**src/common/hw_mult_params.svh**
```systemverilog
// Register indices, field positions and reset values of the multiplier.
`ifndef HW_MULT_PARAMS_SVH
`define HW_MULT_PARAMS_SVH

// ****************************************************************
// Register indices; the byte address is four times the index.
// ****************************************************************
`define IDX_OP1_UNSIGNED_MUL 12'h130
`define IDX_OP1_SIGNED_MUL   12'h132
`define IDX_OP1_UNSIGNED_ACC 12'h134
`define IDX_OP1_SIGNED_ACC   12'h136
`define IDX_SECOND_OPERAND   12'h138
`define IDX_RESULT_LOW_WORD  12'h13a
`define IDX_RESULT_HIGH_WORD 12'h13c
`define IDX_SUM_EXTENSION    12'h13e

// ****************************************************************
// Field positions and encodings.
// ****************************************************************
`define OP1_MODE_LSB   3
`define STRB_LOW_BYTE  2'h1
`define RESP_OKAY      2'h0
`define RESP_SLVERR    2'h2

// ****************************************************************
// Reset values.
// ****************************************************************
`define OPERAND_RESET  16'h0000
`define RESULT_RESET   16'h0000
`define SUM_EXTENSION_RESET   16'h0000

`endif

```
**src/common/hw_mult_pkg.sv**
```systemverilog
// Types shared by the multiplier modules.
package hw_mult_pkg;

	typedef enum logic [1:0] {
		MODE_UNSIGNED_MUL = 2'b00,
		MODE_SIGNED_MUL   = 2'b01,
		MODE_UNSIGNED_ACC = 2'b10,
		MODE_SIGNED_ACC   = 2'b11
	} mult_mode_t;

	typedef enum logic [2:0] {
		SEL_NONE   = 3'b000,
		SEL_OP1    = 3'b001,
		SEL_OP2    = 3'b010,
		SEL_RESLOW = 3'b011,
		SEL_RESHIGH = 3'b100,
		SEL_EXT    = 3'b101
	} reg_sel_t;

endpackage

```
**src/verilog/operand_extend.sv**
```systemverilog
// Byte merge and width extension of one operand write.
`timescale 1ns/1ns
`include "hw_mult_params.svh"

module operand_extend #(
	parameter int W = 16,
	parameter int N = 8
) (
	input  wire logic [W-1:0] old_value,
	input  wire logic [W-1:0] wr_data,
	input  wire logic [1:0]   wr_strb,
	input  wire logic         sign_ext,
	output logic      [W-1:0] value
);

	logic [W-1:0] merged;

	// A write of the low byte lane alone loads an N-bit operand.
	always_comb begin
		merged = old_value;
		if (wr_strb[0]) begin
			merged[N-1:0] = wr_data[N-1:0];
		end
		if (wr_strb[1]) begin
			merged[W-1:N] = wr_data[W-1:N];
		end
		if (wr_strb == `STRB_LOW_BYTE) begin
			value = {{(W-N){sign_ext & merged[N-1]}}, merged[N-1:0]}; // RULE_01
		end else begin
			value = merged;
		end
	end

endmodule

```
**src/verilog/product_sum.sv**
```systemverilog
// Single-cycle multiply with optional accumulate and sum extension.
`timescale 1ns/1ns

module product_sum #(
	parameter int W = 16
) (
	input  wire logic [W-1:0]   op_a,
	input  wire logic [W-1:0]   op_b,
	input  wire logic           is_signed,
	input  wire logic           accumulate,
	input  wire logic [2*W-1:0] acc_in,
	output logic      [2*W-1:0] result,
	output logic      [W-1:0]   ext
);

	logic signed [2*W+1:0] prod_full;
	logic        [2*W-1:0] prod;
	logic        [2*W:0]   sum;

	// Operands widen by one bit so one signed multiplier serves both modes.
	assign prod_full = $signed({is_signed & op_a[W-1], op_a})
		* $signed({is_signed & op_b[W-1], op_b}); // RULE_02
	assign prod = prod_full[2*W-1:0];
	assign sum = {1'b0, acc_in} + {1'b0, prod}; // RULE_03

	always_comb begin
		result = accumulate ? sum[2*W-1:0] : prod;
		case ({accumulate, is_signed})
		2'b11: begin
			ext = {W{sum[2*W-1]}};
		end
		2'b10: begin
			ext = {{(W-1){1'b0}}, sum[2*W]};
		end
		2'b01: begin
			ext = {W{prod[2*W-1]}};
		end
		default: begin
			ext = '0;
		end
		endcase
	end

endmodule

```
**src/verilog/hw_multiplier.sv**
```systemverilog
// Memory-mapped multiply and multiply-accumulate unit on AXI4-Lite.
//
// Design decision made here: the AXI4-Lite slave port.
`timescale 1ns/1ns
`include "hw_mult_params.svh"

// Contract
// RULE_01 - Operands are 16 or 8 bits wide in all four pairings.
// RULE_02 - Plain multiply is available both signed and unsigned.
// RULE_03 - Multiply-accumulate adds each product to the held result, signed or unsigned.
// RULE_04 - The result is readable as soon as both operands are loaded.
// RULE_05 - No extra cycles are spent, so a read right after loading sees the result.
// RULE_06 - The first-operand register written picks the operation, latched with the operand.
// RULE_07 - The host reaches the registers over its bus with any access it likes; writes to the sum extension get OKAY but are ignored.
// RULE_08 - Writing the second operand starts the operation and updates result and extension.
module hw_multiplier #(
	parameter int ADDR_W = 16
) (
	input  wire logic              aclk,
	input  wire logic              aresetn,
	input  wire logic [ADDR_W-1:0] awaddr,
	input  wire logic [2:0]        awprot,
	input  wire logic              awvalid,
	output logic                   awready,
	input  wire logic [31:0]       wdata,
	input  wire logic [3:0]        wstrb,
	input  wire logic              wvalid,
	output logic                   wready,
	output logic      [1:0]        bresp,
	output logic                   bvalid,
	input  wire logic              bready,
	input  wire logic [ADDR_W-1:0] araddr,
	input  wire logic [2:0]        arprot,
	input  wire logic              arvalid,
	output logic                   arready,
	output logic      [31:0]       rdata,
	output logic      [1:0]        rresp,
	output logic                   rvalid,
	input  wire logic              rready
);

	// ****************************************************************
	// Declarations.
	// ****************************************************************
	logic                     aw_held_reg;
	logic [ADDR_W-1:0]        aw_addr_reg;
	logic                     w_held_reg;
	logic [15:0]              w_data_reg;
	logic [1:0]               w_strb_reg;
	logic                     bvalid_reg;
	logic [1:0]               bresp_reg;
	logic                     rvalid_reg;
	logic [31:0]              rdata_reg;
	logic [1:0]               rresp_reg;
	logic [15:0]              op1_reg;
	hw_mult_pkg::mult_mode_t  mode_reg;
	logic [15:0]              op2_reg;
	logic [15:0]              result_low_word_reg;
	logic [15:0]              result_high_word_reg;
	logic [15:0]              sum_extension_reg;
	logic                     do_write;
	hw_mult_pkg::reg_sel_t    wr_sel;
	hw_mult_pkg::reg_sel_t    rd_sel;
	hw_mult_pkg::mult_mode_t  new_mode;
	logic                     strb_any;
	logic                     wr_op1;
	logic                     wr_op2;
	logic [15:0]              op1_ext;
	logic [15:0]              op2_ext;
	logic [31:0]              core_result;
	logic [15:0]              core_ext;
	logic [15:0]              rd_value;

	// ****************************************************************
	// Address decode.
	// ****************************************************************
	function automatic hw_mult_pkg::reg_sel_t decode(input logic [ADDR_W-1:0] a);
		logic [ADDR_W-3:0] idx;
		idx = a[ADDR_W-1:2];
		case (idx)
		(ADDR_W-2)'(`IDX_OP1_UNSIGNED_MUL),
		(ADDR_W-2)'(`IDX_OP1_SIGNED_MUL),
		(ADDR_W-2)'(`IDX_OP1_UNSIGNED_ACC),
		(ADDR_W-2)'(`IDX_OP1_SIGNED_ACC): begin
			decode = hw_mult_pkg::SEL_OP1;
		end
		(ADDR_W-2)'(`IDX_SECOND_OPERAND): begin
			decode = hw_mult_pkg::SEL_OP2;
		end
		(ADDR_W-2)'(`IDX_RESULT_LOW_WORD): begin
			decode = hw_mult_pkg::SEL_RESLOW;
		end
		(ADDR_W-2)'(`IDX_RESULT_HIGH_WORD): begin
			decode = hw_mult_pkg::SEL_RESHIGH;
		end
		(ADDR_W-2)'(`IDX_SUM_EXTENSION): begin
			decode = hw_mult_pkg::SEL_EXT;
		end
		default: begin
			decode = hw_mult_pkg::SEL_NONE;
		end
		endcase
	endfunction

	assign wr_sel = decode(aw_addr_reg);
	assign rd_sel = decode(araddr);
	assign new_mode = hw_mult_pkg::mult_mode_t'(aw_addr_reg[`OP1_MODE_LSB +: 2]); // RULE_06
	assign strb_any = |w_strb_reg;
	assign do_write = aw_held_reg && w_held_reg && !bvalid_reg;
	assign wr_op1 = do_write && strb_any && (wr_sel == hw_mult_pkg::SEL_OP1);
	assign wr_op2 = do_write && strb_any && (wr_sel == hw_mult_pkg::SEL_OP2); // RULE_08

	// ****************************************************************
	// Write address and data channels.
	// ****************************************************************
	assign awready = !aw_held_reg && !bvalid_reg;
	assign wready = !w_held_reg && !bvalid_reg;

	// Address and data are caught in either order and applied together.
	always_ff @(posedge aclk) begin
		if (!aresetn) begin
			aw_held_reg <= 1'b0;
			aw_addr_reg <= '0;
		end else if (awvalid && awready) begin
			aw_held_reg <= 1'b1;
			aw_addr_reg <= awaddr;
		end else if (do_write) begin
			aw_held_reg <= 1'b0;
		end
	end

	// Only the two low byte lanes carry register bits.
	always_ff @(posedge aclk) begin
		if (!aresetn) begin
			w_held_reg <= 1'b0;
			w_data_reg <= '0;
			w_strb_reg <= '0;
		end else if (wvalid && wready) begin
			w_held_reg <= 1'b1;
			w_data_reg <= wdata[15:0];
			w_strb_reg <= wstrb[1:0];
		end else if (do_write) begin
			w_held_reg <= 1'b0;
		end
	end

	// ****************************************************************
	// Write response channel.
	// ****************************************************************
	always_ff @(posedge aclk) begin
		if (!aresetn) begin
			bvalid_reg <= 1'b0;
			bresp_reg <= `RESP_OKAY;
		end else if (do_write) begin
			bvalid_reg <= 1'b1;
			bresp_reg <= (wr_sel == hw_mult_pkg::SEL_NONE) ? `RESP_SLVERR : `RESP_OKAY;
		end else if (bready) begin
			bvalid_reg <= 1'b0;
		end
	end

	assign bvalid = bvalid_reg;
	assign bresp = bresp_reg;

	// ****************************************************************
	// Operand registers.
	// ****************************************************************
	operand_extend #(
		.W(16),
		.N(8)
	) u_op1_extend (
		.old_value(op1_reg),
		.wr_data  (w_data_reg),
		.wr_strb  (w_strb_reg),
		.sign_ext (new_mode[0]),
		.value    (op1_ext)
	);

	operand_extend #(
		.W(16),
		.N(8)
	) u_op2_extend (
		.old_value(op2_reg),
		.wr_data  (w_data_reg),
		.wr_strb  (w_strb_reg),
		.sign_ext (mode_reg[0]),
		.value    (op2_ext)
	);

	// The register written for the first operand fixes the operation.
	always_ff @(posedge aclk) begin
		if (!aresetn) begin
			op1_reg <= `OPERAND_RESET;
			mode_reg <= hw_mult_pkg::MODE_UNSIGNED_MUL;
		end else if (wr_op1) begin
			op1_reg <= op1_ext; // RULE_01
			mode_reg <= new_mode; // RULE_06
		end
	end

	always_ff @(posedge aclk) begin
		if (!aresetn) begin
			op2_reg <= `OPERAND_RESET;
		end else if (wr_op2) begin
			op2_reg <= op2_ext;
		end
	end

	// ****************************************************************
	// Arithmetic and result registers.
	// ****************************************************************
	product_sum #(
		.W(16)
	) u_product_sum (
		.op_a      (op1_reg),
		.op_b      (op2_ext),
		.is_signed (mode_reg[0]),
		.accumulate(mode_reg[1]),
		.acc_in    ({result_high_word_reg, result_low_word_reg}),
		.result    (core_result),
		.ext       (core_ext)
	);

	// Results land on the same edge as the second operand and the write response.
	always_ff @(posedge aclk) begin
		if (!aresetn) begin
			result_low_word_reg <= `RESULT_RESET;
			result_high_word_reg <= `RESULT_RESET;
			sum_extension_reg <= `SUM_EXTENSION_RESET;
		end else if (wr_op2) begin
			result_low_word_reg <= core_result[15:0]; // RULE_05
			result_high_word_reg <= core_result[31:16]; // RULE_03
			sum_extension_reg <= core_ext; // RULE_08
		end else if (do_write && strb_any) begin
			if (wr_sel == hw_mult_pkg::SEL_RESLOW) begin
				result_low_word_reg <= {w_strb_reg[1] ? w_data_reg[15:8] : result_low_word_reg[15:8],
					w_strb_reg[0] ? w_data_reg[7:0] : result_low_word_reg[7:0]};
			end
			if (wr_sel == hw_mult_pkg::SEL_RESHIGH) begin
				result_high_word_reg <= {w_strb_reg[1] ? w_data_reg[15:8] : result_high_word_reg[15:8],
					w_strb_reg[0] ? w_data_reg[7:0] : result_high_word_reg[7:0]};
			end
		end
	end

	// ****************************************************************
	// Read channel.
	// ****************************************************************
	assign arready = !rvalid_reg;

	always_comb begin
		case (rd_sel)
		hw_mult_pkg::SEL_OP1: begin
			rd_value = op1_reg;
		end
		hw_mult_pkg::SEL_OP2: begin
			rd_value = op2_reg;
		end
		hw_mult_pkg::SEL_RESLOW: begin
			rd_value = result_low_word_reg;
		end
		hw_mult_pkg::SEL_RESHIGH: begin
			rd_value = result_high_word_reg;
		end
		hw_mult_pkg::SEL_EXT: begin
			rd_value = sum_extension_reg;
		end
		default: begin
			rd_value = '0;
		end
		endcase
	end

	always_ff @(posedge aclk) begin
		if (!aresetn) begin
			rvalid_reg <= 1'b0;
			rdata_reg <= '0;
			rresp_reg <= `RESP_OKAY;
		end else if (arvalid && arready) begin
			rvalid_reg <= 1'b1;
			rdata_reg <= {16'h0000, rd_value}; // RULE_04
			rresp_reg <= (rd_sel == hw_mult_pkg::SEL_NONE) ? `RESP_SLVERR : `RESP_OKAY;
		end else if (rready) begin
			rvalid_reg <= 1'b0;
		end
	end

	assign rvalid = rvalid_reg;
	assign rdata = rdata_reg;
	assign rresp = rresp_reg;

	logic        [31:0] chk_uprod;
	logic        [32:0] chk_usum;
	logic signed [31:0] chk_sprod;

	assign chk_uprod = 32'(op1_reg) * 32'(op2_ext);
	assign chk_usum = {1'b0, result_high_word_reg, result_low_word_reg} + {1'b0, chk_uprod};
	assign chk_sprod = $signed(op1_reg) * $signed(op2_ext);
endmodule

```
**config.mk**
```make
export PLATFORM = sky130hd
export DESIGN_NAME = hw_multiplier
export DESIGN_NICKNAME = d
export VERILOG_FILES = /design/src/common/hw_mult_pkg.sv /design/src/verilog/operand_extend.sv /design/src/verilog/product_sum.sv /design/src/verilog/hw_multiplier.sv
export VERILOG_INCLUDE_DIRS = /design/src /design/src/common
export SDC_FILE = /design/constraint.sdc
export NUM_CORES = 1
export LEC_CHECK = 0
export ABC_AREA = 1
export BUFFER_PORTS_ARGS = -buffer_cell sky130_fd_sc_hd__buf_2
export CAP_MARGIN = 20
export CORE_MARGIN = 10
export CORE_UTILIZATION = 60
export CTS_BUF_LIST = sky130_fd_sc_hd__clkbuf_4
export DETAILED_ROUTE_END_ITERATION = 7
export PLACE_DENSITY_LB_ADDON = 0.15
export SYNTH_ARGS = -nofsm -noshare
export SYNTH_HDL_FRONTEND = slang
export SYNTH_HIERARCHICAL = 1
export SYNTH_SLANG_ARGS = --single-unit
```
**constraint.sdc**
```tcl
create_clock -name aclk -period 10.2 [get_ports aclk]
set_clock_uncertainty 0.05 [all_clocks]
set_input_delay 2.04 -clock aclk [delete_from_list [all_inputs] [get_ports aclk]]
set_output_delay 2.04 -clock aclk [all_outputs]
set_load 0.1 [all_outputs]
```
Yosys cells after proc, flatten, opt, wreduce, memory -nomap -nowiden
Cells that the tools add are included.
{"block": "classes", "bitwise_logic": 4, "n_eq_ne": 29, "n_reduce_logical": 34, "n_mux": 27, "addsub": 1, "multipliers": 1}
{"operator": "equality test 14 x 9 -> 1 bit (second input constant)", "n": 16}
{"operator": "two-way mux 16 bit", "n": 8}
{"operator": "one-hot mux 16 bit (5 select lines)", "n": 1}
{"operator": "one-hot mux 16 bit (3 select lines)", "n": 1}
{"operator": "two-way mux 8 bit", "n": 5}
{"operator": "adder 32 x 32 -> 33 bit", "n": 1}
{"operator": "multiplier 17 x 17 -> 32 bit", "n": 1}
{"operator": "two-way mux 32 bit", "n": 1}
{"operator": "one-hot mux 3 bit (5 select lines)", "n": 2}
{"operator": "nonzero test 2 bit", "n": 10}
{"operator": "equality test 3 x 2 -> 1 bit (second input constant)", "n": 4}
{"operator": "AND reduction 3 bit", "n": 4}
{"operator": "logical AND 1 bit", "n": 10}
{"operator": "equality test 3 bit (second input constant)", "n": 3}
{"operator": "OR reduction 4 bit", "n": 2}
{"operator": "two-way mux 1 bit", "n": 7}
{"operator": "equality test 3 x 1 -> 1 bit (second input constant)", "n": 2}
{"operator": "zero test 3 bit", "n": 2}
{"operator": "AND 1 bit", "n": 4}
{"operator": "equality test 2 x 1 -> 1 bit (second input constant)", "n": 2}
{"operator": "equality test 2 bit (second input constant)", "n": 2}
{"operator": "zero test 1 bit", "n": 4}
{"operator": "two-way mux 2 bit", "n": 2}
{"operator": "AND reduction 2 bit", "n": 1}
{"operator": "OR reduction 2 bit", "n": 1}
{"block": "totals", "register_bits": 140, "out_inout_bits": 41}

Logic depth before layout (Yosys ltp)
{"block": "logic_depth", "depth_word": 8, "mapped_depth": 45}

Hierarchy
Netlist, hierarchy kept.
{"mod": "product_sum", "cells_each": 2015, "seq_area_each_um2": 0.0, "n_inst": 1, "area_each_um2": 14037.2}
{"mod": "hw_multiplier", "cells_each": 1036, "seq_area_each_um2": 2722.6, "n_inst": 1, "area_each_um2": 6546.3}
{"mod": "operand_extend", "cells_each": 80, "seq_area_each_um2": 0.0, "n_inst": 2, "area_each_um2": 370.4}

Worst setup path before layout
No wires, ideal clock.
{"block": "synth_path", "path_kind": "reg-to-reg", "startpoint": "register w_strb_reg[0]", "endpoint": "register sum_extension_reg[10]", "period_less_slack_ps": 7566, "stages_incl_launch_ff": 43, "setup_slack_ps": 2634, "n_path_buf": 4, "t_arrival_ps": 7446, "cell_sequence": "dfxtp_1 -> buf_6 -> nand2_4 -> nor2_4 -> nand2_4 -> nand2_1 -> clkbuf_1 -> clkbuf_1 -> nand2_1 -> fa_1 -> inv_1 -> fa_1 -> inv_1 -> fa_1 -> inv_1 -> fa_1 -> fa_1 -> inv_1 -> [7 not listed] -> nor2_1 -> nand3_1 -> or2_1 -> and2_4 -> ha_1 -> nand2_1 -> nor2_1 -> inv_1 -> nor2_2 -> inv_1 -> nor2_1 -> nand2_1 -> nand3b_1 -> nand3_1 -> nand2_1 -> buf_4 -> nand2_1 -> a21oi_1"}
{"item": "start: declaration", "line": "hw_multiplier.sv:49", "source": "logic [1:0] w_strb_reg;"}
{"item": "start signal: assignment", "line": "hw_multiplier.sv:141", "source": "w_strb_reg <= wstrb[1:0];"}
{"item": "two-way mux 8 bit", "line": "operand_extend.sv:21", "source": "if (wr_strb[0]) begin"}
{"item": "AND 1 bit", "line": "operand_extend.sv:28", "source": "value = {{(W-N){sign_ext & merged[N-1]}}, merged[N-1:0]};"}
{"item": "two-way mux 16 bit *", "line": "operand_extend.sv:27", "source": "if (wr_strb == `STRB_LOW_BYTE) begin"}
{"item": "via op2_ext[8]", "line": "hw_multiplier.sv:69", "source": "logic [15:0] op2_ext;"}
{"item": "multiplier 17 x 17 -> 32 bit *", "line": "product_sum.sv:22", "source": "* $signed({is_signed & op_b[W-1], op_b});"}
{"item": "adder 32 x 32 -> 33 bit", "line": "product_sum.sv:24", "source": "assign sum = {1'b0, acc_in} + {1'b0, prod};"}
{"item": "one-hot mux 16 bit (3 select lines) *", "line": "product_sum.sv:28", "source": "case ({accumulate, is_signed})"}
{"item": "via core_ext[10]", "line": "hw_multiplier.sv:71", "source": "logic [15:0] core_ext;"}
{"item": "end signal: assignment", "line": "hw_multiplier.sv:229", "source": "sum_extension_reg <= `SUM_EXTENSION_RESET;"}
{"item": "end signal: assignment", "line": "hw_multiplier.sv:233", "source": "sum_extension_reg <= core_ext;"}
{"item": "end: declaration", "line": "hw_multiplier.sv:60", "source": "logic [15:0] sum_extension_reg;"}
Mark *: on every way through the listed nets, which the timed path passes. The rest lies on a longest branch.
A chain may end at the register's enable or synchronous reset.

Worst setup path in the final report
{"block": "layout_path", "startpoint": "register w_strb_reg[0]", "endpoint": "register sum_extension_reg[3]"}
{"item": "two-way mux 8 bit *", "line": "operand_extend.sv:21"}
{"item": "two-way mux 16 bit *", "line": "operand_extend.sv:27"}
{"item": "via op2_ext[7]", "line": "hw_multiplier.sv:69"}
{"item": "multiplier 17 x 17 -> 32 bit *", "line": "product_sum.sv:22"}
{"item": "adder 32 x 32 -> 33 bit", "line": "product_sum.sv:24"}
{"item": "one-hot mux 16 bit (3 select lines) *", "line": "product_sum.sv:28"}
Marked as above.

==> summary.md <==
| Metric | Value |
|---|---|
| Outcome | completed |
| Max_cap viols | 0 |
| GR Util All Layers | 0.291 |
| CP max FO | 19 |
| Sequential Power Share | 0.505 |
| Synth Area in Compound Gates | 0.0682 |
| Clock Latency Late Sink | 560 ps |
| Total Nets Final | around 3.7k |
| Pint | between 0.0007 and 0.0008 W |
| Clk root buf | clkbuf_4 |
| Register area share after synthesis | 0.128 |
| DRC | 0 |
| Antenna violations before repair | 0 |
| CTS clk-pin slew, worst paths | 120 ps |
| Post-synthesis instance total | about 3.2k |
| TritonCTS clock tree | yes |
| # H-tree levels | 4 |
| Worst-Margin Slew | 1150 ps |
| Slew headroom | 0.235 |
| Crit Path Class | reg2reg |
| Mapped cell area | 21300 sq um |
| Period minus WS final | roughly 9700 ps |
| Worst ir drop on vdd | around 120 uV |
| Post-DR wirelength/cell | ~17 microns |
| Final Cycle Share | 0.949 |
| Cell Pwr Density | 50.5 nW/um^2 |
| PortBufs | 75 |
| CTS max path bufs | 2 |
| Synth async-reset ratio | 0 |
| Commonest cells post-synth | nand2_1, inv_1, nor2_1 |
| Switching power | 0.000379 W |
| Worst path max stage delay | 650 ps |
| Layout cell share with drive strength beyond 1 | 0.0707 |
| WHS Path Cells | 2 |
| Mean Syn Cell Area | roughly 6.6 sq um |
| Cts repair resizes | 0 |
| CP required | 10640 ps |
| RSZ-0062 raised after global routing | false |
| Top_reg_cell synth | dfxtp_1 |
| Length of the first detailed-routing pass in iterations | 5 |
| Vias in the first global route | just under 20k |
| Row Count | 68 |
| Vias/cell | 5.35 |
| Area contributors post-synth | fa_1, nand2_1, dfxtp_1, inv_1, ha_1 |
| Logic pwr share | 0.174 |
| Initial Utilization | 0.613 |
| Antenna-violating nets left | 0 |
| Via count | ~20k |
| Post-synth top area cell | fa_1 |
| CP endpoint kind | register |
| F_max | 103 MHz |
| Lkg Pwr | 12.7 nW |
| Synth Area in Simple Gates | 0.301 |
| Footprint of the multi-input gates | ~15000 sq um |
| Sequential Area | 2720 sq um |
| Boundary Pins | 122 |
| RePlAce Congestion | 0.980 |
| Min Hold Slack | 422 ps |
| Largest net degree at the start of global routing | 86 |
| Type of the tightest min-delay check | reg2reg |
| CP most frequent cell | nand2_1 |
| Yosys top cell area share | 0.266 |
| WL final | approximately 64 mm |
| CP Launch Type | register |
| Global-route wire length before repair | 102 mm |
| Post-detail-place hpwl | 52.1 mm |
| Ant diodes | 0 |
| # setup viols final | 0 |
| Area delta synth->final | 3.47% |
| Yosys cell types | 53 |
| Post-synth EDFFs | 0 |
| CP max stage cell | dfxtp_1 |
| Initial DRC count | 1656 |
| Fin Setup TNS | 0 ps |
| Sink Count | 136 |
| Die area | 43500 sq um |
| Mux contribution to synthesized area | 0 |
| CP arrival | 10120 ps |
| FF+latch count, synth | 136 |
| Clock share of power | 0.320 |
| Most common cell in the netlist | nand2_1 |
| Worst r2r path cells | 37 |
| Core box area | 34800 sq um |
| Number of buffers created by CTS | 17 |
| Synth warn | 6 |
| Adder-Cell Fraction of Synth Area | 0.334 |
| Switch share | 0.340 |
| Number of fill cells | 3314 |
| XOR/XNOR share of the synthesized area | 0.0118 |
| Slew Limit Fails | 0 |
| Chip Height | 209 microns |
| Largest family of logic cells by synthesized area | adder cells |
| Hold Vio Cnt, Final | 0 |
| Chip Width | roughly 210 microns |
| Hold_buf cts | 0 |
| Grt total ovfl | 0 |
| Postcts setup bufs | 0 |
==> power by group through the flow <==
| stage | registers, W | clock network (W) | logic, W |
|---|---|---|---|
| floorplan | 0.000573 | 0 | 0.000140 |
| global placement | 0.000574 | 0 | 0.000187 |
| detailed placement | 0.000574 | 0 | 0.000190 |
| CTS | 0.000562 | 0.000358 | 0.000191 |
| global route | 0.000564 | 0.000383 | 0.000210 |
| finish | 0.000563 | 0.000357 | 0.000194 |
==> per-stage QoR <==
step | power [W] | instances | setup slack (ps) | area [sq um] | util
6_report | 0.00111 | 3667 | 523 | 22100 | 0.634
3_3_place_gp | 0.000761 | 3633 | 951 | 21800 | 0.625
4_1_cts | 0.00111 | 3665 | 779 | 22000 | 0.633
5_1_grt | 0.00116 | 3667 | 88.8 | 22100 | 0.634
2_1_floorplan | 0.000714 | 3228 | 2630 | 21400 | -
3_5_place_dp | 0.000765 | 3633 | 915 | 21800 | 0.625
==> kinds of logic after synthesis <==
kind of cell | after synthesis
AND/OR/NAND/NOR | 1558
adder cells (fa/ha/maj) | 399
buffers and inverters | 829
AO/OA/AOI/OAI | 261
other | 1
flip-flops | 136
XOR/XNOR | 27
==> layout by cell type, fill, tap and decap left out, types with 9 or more instances in the layout <==
cell type / instances
conb_1: 18
buf_4: 32
or2_2: 9
fa_1: 283
o21ai_1: 9
nand3_2: 9
a21oi_1: 129
nor2_2: 11
nand4_1: 16
nand2_1: 990
nand2_2: 11
nor2_1: 300
xor2_1: 16
inv_1: 652
inv_2: 13
o21ai_0: 83
clkbuf_4: 19
xnor2_1: 9
dfxtp_1: 136
nor3_1: 10
buf_2: 75
ha_1: 116
nand3b_1: 10
nand3_1: 163
==> worst max-delay path, delay by kind of cell (launching register included) <==
kind	cells	cell delay (ps)
adder cells (fa/ha/maj)	8	3790
AND/OR/NAND/NOR	17	3050
AO/OA/AOI/OAI	4	890
buffers and inverters	7	690
flip-flops	1	650
XOR/XNOR	1	450
==> metal layers <==
| metal | vias to the layer above | share of wire | track usage | wire length (microns) |
|---|---|---|---|---|
| li1 | 9442 | - | - | - |
| met1 | 9334 | 0.41 | 0.366 | 25900 |
| met2 | 731 | 0.48 | 0.491 | 30700 |
| met3 | 123 | 0.076 | 0.0527 | 4840 |
| met4 | 0 | 0.034 | 0.0996 | 2150 |
| met5 | - | 0 | 0 | 0 |
==> final cells by class <==
type                    instances  share of cell area
clock buffers                  19             0.00646
clock inverters                13             0.00590
inverters                     672               0.115
multi-input cells            2263               0.694
flip-flops and latches        136               0.123
well taps                     455              0.0258
repair buffers                109              0.0297
==> path summary, 6_finish.rpt <==
path / from / end / slack, ps
max reg2reg: w_strb_reg[0]$_SDFFE_PN0P_ / sum_extension_reg[3]$_SDFFE_PN0N_ / 520
min: rdata[1]$_SDFFE_PN0P_ / rdata[1]$_SDFFE_PN0P_ / 420
min reg2reg: rdata[1]$_SDFFE_PN0P_ / rdata[1]$_SDFFE_PN0P_ / 420
max: w_strb_reg[0]$_SDFFE_PN0P_ / sum_extension_reg[3]$_SDFFE_PN0N_ / 520
No activity file was read; power rests on OpenSTA's default activity.
